## src/include/lmc_cfg.svh

```systemverilog
`ifndef LMC_CFG_SVH
`define LMC_CFG_SVH
`define LMC_ADDR_CTRL 4'h0
`define LMC_ADDR_STATUS 4'h4
`define LMC_ADDR_MASK 4'h8
`define LMC_ADDR_STATE 4'hc
`define LMC_CTRL_MODE_LSB 0
`define LMC_CTRL_FAULT_LSB 3
`define LMC_ST_WD_BIT 0
`define LMC_ST_WAKE_BIT 1
`define LMC_ST_TXBLK_BIT 2
`define LMC_MODE_MAX 3'h5
`define LMC_STATUS_RST 3'h0
`define LMC_MASK_RST 3'h0
`define LMC_CLK_MHZ 100
`define LMC_WD_PERIOD_US 100
`define LMC_WD_FIRST_US 400
`endif

```

## src/include/lmc_pkg.sv

```systemverilog
package lmc_pkg;
	typedef enum logic [2:0] {
		mode_restart,
		mode_sleep,
		mode_standby,
		mode_normal,
		mode_failsafe,
		mode_fast
	} lmc_mode_t;
	typedef enum logic [2:0] {
		fault_none,
		fault_supervision,
		fault_reg_uv,
		fault_restart_cnt,
		fault_sleep_wait,
		fault_thermal,
		fault_reg_ov,
		fault_reg_short
	} lmc_fault_t;
endpackage : lmc_pkg

```

## src/hw/lmc_mode_output.sv

```systemverilog
// Chosen here: the placing of the registers and the Avalon-MM slave port.
`timescale 1ns/100ps
`default_nettype none
`include "lmc_cfg.svh"
module lmc_mode_output import lmc_pkg::*; #(
	parameter int WD_PERIOD_CYC = `LMC_WD_PERIOD_US * `LMC_CLK_MHZ,
	parameter int WD_FIRST_CYC = `LMC_WD_FIRST_US * `LMC_CLK_MHZ
) (
	input wire logic clk_in,
	input wire logic reset_n_in,
	input wire logic clk_en_in,
	input wire logic [3:0] avs_address_in,
	input wire logic avs_read_in,
	input wire logic avs_write_in,
	input wire logic [31:0] avs_writedata_in,
	input wire logic [3:0] avs_byteenable_in,
	output logic [31:0] avs_readdata_out,
	output logic avs_waitrequest_out,
	output logic irq_out,
	input wire logic wd_kick_in,
	input wire logic wake_event_in,
	input wire logic reg_undervoltage_in,
	input wire logic battery_undervoltage_in,
	input wire logic switch_control_input_in,
	input wire logic lin_bus_in,
	input wire logic txd_in,
	output logic system_reset_output_n_out,
	output logic wake_request_output_out,
	output logic supply_enable_output_out,
	output logic fallback_output_out,
	output logic high_side_switch_out,
	output logic regulator_on_out,
	output logic rxd_out,
	output logic rxd_oe_out,
	output logic lin_tx_en_out,
	output logic lin_txd_out,
	output logic slope_ctrl_off_out
);
	function automatic logic is_active(input lmc_mode_t m);
		is_active = (m == mode_standby) || (m == mode_normal) || (m == mode_fast);
	endfunction : is_active

	function automatic logic regulator_on(input lmc_mode_t m, input lmc_fault_t f);
		if (m == mode_sleep) begin
			regulator_on = 1'b0;
		end else if (m == mode_failsafe) begin
			regulator_on = !((f == fault_thermal) || (f == fault_reg_ov) ||
				(f == fault_reg_short));
		end else begin
			regulator_on = 1'b1;
		end
	endfunction : regulator_on

	lmc_mode_t mode_reg, mode_next;
	lmc_fault_t fault_reg, fault_next;
	logic ack_reg, ack_next, bus_req, wr_do;
	logic [31:0] rdata_next;
	logic [2:0] status_reg, status_next, mask_reg, mask_next;
	logic [31:0] wd_cnt_reg, wd_cnt_next, wd_limit_reg, wd_limit_next;
	logic wd_fail, enter_tx, reg_on;
	logic tx_blk_reg, tx_blk_next, wake_seen_reg, wake_seen_next;
	logic wait_next, irq_next, rst_n_next, wake_req_next, supply_next;
	logic fallback_next, hss_next, rxd_next, rxd_oe_next;
	logic tx_en_next, txd_next, slope_next;

	assign bus_req = avs_read_in || avs_write_in;
	// Write lands only on the edge where waitrequest is seen low
	assign wr_do = avs_write_in && ack_reg && avs_byteenable_in[0];

	always_comb begin
		ack_next = bus_req && !ack_reg;
		wait_next = !ack_next;
		rdata_next = avs_readdata_out;
		if (bus_req && !ack_reg) begin
			if (avs_address_in == `LMC_ADDR_CTRL) begin
				rdata_next = {26'h0, fault_reg, mode_reg};
			end else if (avs_address_in == `LMC_ADDR_STATUS) begin
				rdata_next = {29'h0, status_reg};
			end else if (avs_address_in == `LMC_ADDR_MASK) begin
				rdata_next = {29'h0, mask_reg};
			end else if (avs_address_in == `LMC_ADDR_STATE) begin
				rdata_next = {24'h0, tx_blk_reg, wake_seen_reg, lin_tx_en_out,
					fallback_output_out, regulator_on_out, mode_reg};
			end else begin
				rdata_next = 32'h0;
			end
		end

		// Mode only moves on a host write, so standby holds after a wake
		mode_next = mode_reg;
		fault_next = fault_reg;
		mask_next = mask_reg;
		if (wr_do && avs_address_in == `LMC_ADDR_CTRL) begin
			// Undefined mode codes are dropped, keeping the state legal
			if (avs_writedata_in[`LMC_CTRL_MODE_LSB +: 3] <= `LMC_MODE_MAX) begin
				mode_next = lmc_mode_t'(avs_writedata_in[`LMC_CTRL_MODE_LSB +: 3]);
			end
			fault_next = lmc_fault_t'(avs_writedata_in[`LMC_CTRL_FAULT_LSB +: 3]);
		end
		if (wr_do && avs_address_in == `LMC_ADDR_MASK) begin
			mask_next = avs_writedata_in[2:0];
		end

		wd_fail = 1'b0;
		wd_cnt_next = wd_cnt_reg + 32'h1;
		wd_limit_next = wd_limit_reg;
		if (mode_next != mode_reg) begin
			wd_cnt_next = 32'h0;
			wd_limit_next = (mode_next == mode_standby) ? 32'(WD_FIRST_CYC) :
				32'(WD_PERIOD_CYC);
		end else if (!is_active(mode_reg)) begin
			wd_cnt_next = 32'h0;
		end else if (wd_kick_in) begin
			wd_cnt_next = 32'h0;
			wd_limit_next = 32'(WD_PERIOD_CYC);
		end else if (wd_cnt_reg >= wd_limit_reg - 32'h1) begin
			wd_fail = 1'b1;
			wd_cnt_next = 32'h0;
			wd_limit_next = 32'(WD_PERIOD_CYC);
		end

		enter_tx = (mode_next != mode_reg) &&
			((mode_next == mode_normal) || (mode_next == mode_fast));
		tx_blk_next = tx_blk_reg;
		if (enter_tx) begin
			tx_blk_next = !txd_in;
		end else if (txd_in) begin
			tx_blk_next = 1'b0;
		end

		wake_seen_next = wake_seen_reg;
		if (wake_event_in) begin
			wake_seen_next = 1'b1;
		end else if (mode_reg == mode_standby && mode_next != mode_standby) begin
			wake_seen_next = 1'b0;
		end

		// Set beats a same-cycle clear so no event is lost
		status_next = status_reg;
		if (wr_do && avs_address_in == `LMC_ADDR_STATUS) begin
			status_next = status_reg & ~avs_writedata_in[2:0];
		end
		status_next[`LMC_ST_WD_BIT] = status_next[`LMC_ST_WD_BIT] | wd_fail;
		status_next[`LMC_ST_WAKE_BIT] = status_next[`LMC_ST_WAKE_BIT] | wake_event_in;
		status_next[`LMC_ST_TXBLK_BIT] = status_next[`LMC_ST_TXBLK_BIT] |
			(enter_tx && !txd_in);
		irq_next = |(status_next & mask_next);

		fallback_next = fallback_output_out;
		if (mode_next == mode_failsafe) begin
			fallback_next = 1'b1;
		end else if (mode_next == mode_sleep) begin
			fallback_next = 1'b0;
		end else if (mode_reg == mode_failsafe && fault_reg != fault_supervision) begin
			fallback_next = 1'b0;
		end else if (wd_fail && mode_reg != mode_fast) begin
			fallback_next = 1'b1;
		end

		reg_on = regulator_on(mode_next, fault_next);
		rst_n_next = reg_on && mode_next != mode_restart && !reg_undervoltage_in;
		wake_req_next = reg_on && mode_next != mode_sleep && !battery_undervoltage_in;
		supply_next = mode_next != mode_sleep && !battery_undervoltage_in;
		hss_next = is_active(mode_next) && switch_control_input_in;

		rxd_oe_next = 1'b1;
		case (mode_next)
			mode_sleep: begin
				rxd_next = 1'b0;
				rxd_oe_next = 1'b0;
			end
			mode_standby: begin
				rxd_next = !wake_seen_next;
			end
			mode_normal, mode_fast: begin
				rxd_next = lin_bus_in;
			end
			default: begin
				rxd_next = 1'b1;
			end
		endcase

		tx_en_next = ((mode_next == mode_normal) || (mode_next == mode_fast)) &&
			!tx_blk_next;
		// Idle the line recessive whenever the driver is off
		txd_next = tx_en_next ? txd_in : 1'b1;
		slope_next = mode_next == mode_fast;
	end

	always_ff @(posedge clk_in or negedge reset_n_in) begin
		if (!reset_n_in) begin
			mode_reg <= mode_restart;
			fault_reg <= fault_none;
			ack_reg <= 1'b0;
			avs_waitrequest_out <= 1'b1;
			avs_readdata_out <= 32'h0;
			status_reg <= `LMC_STATUS_RST;
			mask_reg <= `LMC_MASK_RST;
			wd_cnt_reg <= 32'h0;
			wd_limit_reg <= 32'h0;
			tx_blk_reg <= 1'b0;
			wake_seen_reg <= 1'b1;
			irq_out <= 1'b0;
			system_reset_output_n_out <= 1'b0;
			wake_request_output_out <= 1'b0;
			supply_enable_output_out <= 1'b0;
			fallback_output_out <= 1'b0;
			high_side_switch_out <= 1'b0;
			regulator_on_out <= 1'b0;
			rxd_out <= 1'b1;
			rxd_oe_out <= 1'b1;
			lin_tx_en_out <= 1'b0;
			lin_txd_out <= 1'b1;
			slope_ctrl_off_out <= 1'b0;
		end else if (clk_en_in) begin
			mode_reg <= mode_next;
			fault_reg <= fault_next;
			ack_reg <= ack_next;
			avs_waitrequest_out <= wait_next;
			avs_readdata_out <= rdata_next;
			status_reg <= status_next;
			mask_reg <= mask_next;
			wd_cnt_reg <= wd_cnt_next;
			wd_limit_reg <= wd_limit_next;
			tx_blk_reg <= tx_blk_next;
			wake_seen_reg <= wake_seen_next;
			irq_out <= irq_next;
			system_reset_output_n_out <= rst_n_next;
			wake_request_output_out <= wake_req_next;
			supply_enable_output_out <= supply_next;
			fallback_output_out <= fallback_next;
			high_side_switch_out <= hss_next;
			regulator_on_out <= reg_on;
			rxd_out <= rxd_next;
			rxd_oe_out <= rxd_oe_next;
			lin_tx_en_out <= tx_en_next;
			lin_txd_out <= txd_next;
			slope_ctrl_off_out <= slope_next;
		end
	end
endmodule : lmc_mode_output
`default_nettype wire

```

## config.mk

```make
export PLATFORM = sky130hd
export DESIGN_NAME = lmc_mode_output
export DESIGN_NICKNAME = d
export VERILOG_FILES = /design/src/include/lmc_pkg.sv /design/src/hw/lmc_mode_output.sv
export VERILOG_INCLUDE_DIRS = /design/src /design/src/include
export SDC_FILE = /design/constraint.sdc
export NUM_CORES = 1
export LEC_CHECK = 0
export ABC_AREA = 1
export BUFFER_PORTS_ARGS = -buffer_cell sky130_fd_sc_hd__buf_2
export CORE_ASPECT_RATIO = 0.8
export CORE_MARGIN = 1.5
export CORE_UTILIZATION = 55
export CTS_CLUSTER_SIZE = 40
export DETAILED_ROUTE_END_ITERATION = 10
export PLACE_DENSITY = 0.78
export SLEW_MARGIN = 20
export SYNTH_ARGS = -nofsm -noshare
export SYNTH_HDL_FRONTEND = slang
export SYNTH_SLANG_ARGS = --single-unit
```

## constraint.sdc

```tcl
create_clock -name clk_in -period 4.3 [get_ports clk_in]
set_input_delay 1.29 -clock clk_in [delete_from_list [all_inputs] [get_ports clk_in]]
set_output_delay 1.29 -clock clk_in [all_outputs]
set_load 0.05 [all_outputs]
```

==> out/qor.yml <==
outcome:
  status: "finished clean"
clock_network:
  cts_root_buffer: "clkbuf_16"
  clkTransAtPathRegs_ns: 0.06
  cts_sinks: 71
  cts_buffer_depth: 2
  ctsResizeCount: 0
  cts_made_buffers: 9
  hold_buffers: 0
  cts_tree: "yes"
  htreeDepth: 3
  post_cts_buffers: 0
  clkLatencyLatePin_ns: 0.34
floorplanning:
  rows: 31
  die_area_um2: 9840
  initial_core_util: 0.563
  core_area_um2: 9040
  fp.dieW_um: 111
  die_h_um: 89.0
  ios: 97
route:
  viasPerCell: 5.41
  remaining_drc_errors: 0
  wl_met3_um: 1030
  firstDrtPassIters: 5
  num_vias: 4499
  wire_per_inst_um: 15.0
  m1WireLength_um: 5790
  highest_layer: "met4"
  ant_nets: 0
  drtIter0Drc: 337
  wl_met2_um: 5530
  wirelength_um: 12400
synth:
  syn_inst: 669
  yosys.cell_count.top_type: "nand2_1"
  syn_area_per_cell_um2: 7.60
  yosys.area_share.simple: 0.261
  ys.warnings.count: 0
  ys_seq_elements: 71
  synth_adder_area_share: 0.0812
  syn_area_um2: 5090
  synth_mux_area_frac: 0.00836
  synth_top_area_frac: 0.325
  synthArstFlopShare: 1.00
  synth_enable_flop_cells: 0
  ys_seq_area_frac: 0.350
  synth.area.top_cells: "dfrtp_1, nand2_1, ha_1, inv_1, o21ai_0"
  ys_top_cells_by_count: "nand2_1, inv_1, dfrtp_1"
  synth_top_family_by_area: "simple AND/OR/NAND/NOR gates"
  yosysUniqueCellTypes: 43
  synth_compound_area_frac: 0.149
  ys.flop_type: "dfrtp_1"
  yosys.area.top_type: "dfrtp_1"
  synth_xor_area_frac: 0.0379
power_and_ir_drop:
  leakagePower_nw: 2.68
  p_comb_frac: 0.234
  clkPwrFrac: 0.398
  p_int_w: 0.00139
  power-per-cell-area_nw_per_um2: 371
  power_switching_w: 0.000704
  ir_drop_v: 0.000272
  seq_power_share: 0.368
  switching_share: 0.337
global_routing:
  track_usage: 0.267
  antenna_found_initial: 0
  first_global_vias: 4264
  gr-total-overflow: 0
  grt_pass1_wl_um: 20700
  grt_max_degree: 41
sta:
  clock_skew_ns: 0.00664
  post-route-period-util: 0.877
  setup_tns_ns: 0
  max-slew-margin-rel: 0.440
  fmax_mhz: 265
  setup_viol_count_final: 0
  grt_setup_unrepaired: "no"
  drv_slew: 0
  worstMarginPinSlew_ns: 0.839
  period_minus_slack_ns: 3.77
  finalHoldViolCount: 0
  timing.final.ws_setup_ns: 0.528
finish:
  syn_to_final_growth_pct: 10.8
  nFillCells: 804
  drive_gt1_frac: 0.160
  fin_cells: 832
  n_antenna_cell: 0
  nNetsFinal: 797
  largest_register_ffs: 32
critical_path:
  crit_buf_inv: 3
  cp-end-kind: "register"
  crit_path_max_fanout: 27
  critPathTopFamily: "simple AND/OR/NAND/NOR gates"
  slowest_delay_ns: 0.49
  path_cells: "inv_1 > ha_1 > a21oi_1 > ha_1 > ha_1 > nand2_1 > nor2_1 > nor3b_1 > nand2_1 > nand2_1 > nand2_1 > nand2_1 > inv_1 > nand2_2 > clkinv_2 > nand2_4 > o21ai_0"
  path_common_cell: "nand2_1"
  start_kind: "register"
  worst_ep_arrival_time_ns: 3.98
  crit_slowest_cell: "dfrtp_1"
  cp.required_ns: 4.50
  path_class: "reg -> reg"
placement:
  dp.cells: 816
  dpl.hpwl_um: 9490
  portBuffers: 43
  post-place-ws_ns: 0.592
  gp_congestion: 0.914
worst_hold_path:
  hp-class: "reg -> reg"
run:
  maxCapViolCount: 0
[worst paths after layout]
kind	from	endpoint	slack (ns)	depth (start not counted)
max in group asynchronous	reset_n_in	wake_seen_reg	2.54	2
worst min-delay path	rxd_oe_out	rxd_oe_out	0.48	2
worst min register to register	rxd_oe_out	rxd_oe_out	0.48	2
worst max register to register	wd_limit_reg[12]	wd_cnt_reg[20]	0.53	17
min in group asynchronous	reset_n_in	slope_ctrl_off_out	0.95	1
worst max-delay path	wd_limit_reg[12]	wd_cnt_reg[20]	0.53	17
[layout make-up]
cell class                      count  area [um^2]  share of cell area
Inverter                           81          305              0.0542
Timing Repair Buffer               47          245              0.0435
Tap cell                          115          144              0.0255
Sequential cell                    71         1780               0.316
Clock inverter                      5         80.1              0.0142
Clock buffer                       11          253              0.0448
Multi-Input combinational cell    502         2830               0.501
[cells by family (layout without fill, tap and decap cells)]
kind of cell             count (synthesis)  count (layout)
AND/OR/NAND/NOR                        304             304
buffers and inverters                  119             144
AO/OA/AOI/OAI                          116             116
flip-flops                              71              71
adder cells (fa/ha/maj)                 33              33
XOR/XNOR                                22              22
multiplexers                             3               3
other                                    1              24
[layer usage]
layer / up-vias / global-route usage
met5: - / 0
met4: 0 / 0.0559
met3: 11 / 0.0759
met2: 165 / 0.434
met1: 2084 / 0.363
li1: 2239 / -
[power by group through the flow]
stage | clock network, W | registers (W) | logic (W)
2_1_floorplan | 0 | 0.000869 | 0.000283
3_3_place_gp | 0 | 0.000776 | 0.000472
3_5_place_dp | 0 | 0.000779 | 0.000483
4_1_cts | 0.000837 | 0.000768 | 0.000486
5_1_grt | 0.000866 | 0.000774 | 0.000536
6_report | 0.000832 | 0.000769 | 0.000489
[cells in the final DEF, fill, tap and decap left out, types with 3 or more instances in the layout]
cell         n
clkbuf_16    9
a21oi_1     23
nand4_1     15
xnor2_1      8
ha_1        33
nand2_2      5
buf_4        4
o21ai_2     11
inv_2        3
dfstp_2      5
o22ai_2      9
nor2_4       3
nor4_1       4
xor2_1      14
inv_1       77
nor2_1      53
o22ai_1      5
nand3b_1     4
nand2_1    169
dfrtp_1     66
o211ai_1     4
o21ai_0     52
nor2_2       7
buf_2       43
nor3_1      13
nand3_1     26
a21o_1       3
conb_1      24
[metrics by stage]
stage	hold WS, ns	util	total power (W)	area (um^2)
floorplan	0.459	-	0.00115	5170
global placement	0.456	0.587	0.00125	5300
detailed placement	0.465	0.587	0.00126	5300
CTS	0.482	0.624	0.00209	5640
global route	0.490	0.624	0.00218	5640
finish	0.479	0.624	0.00209	5640
[worst register-to-register path: cells and delay by family (launching register included)]
kind	cells	cell delay, ns
compound gates	2	0.54
fa+ha+maj	3	0.94
buf+inv	3	0.40
flops	1	0.49
simple gates	9	1.28
(Power assumes the default switching activity.)
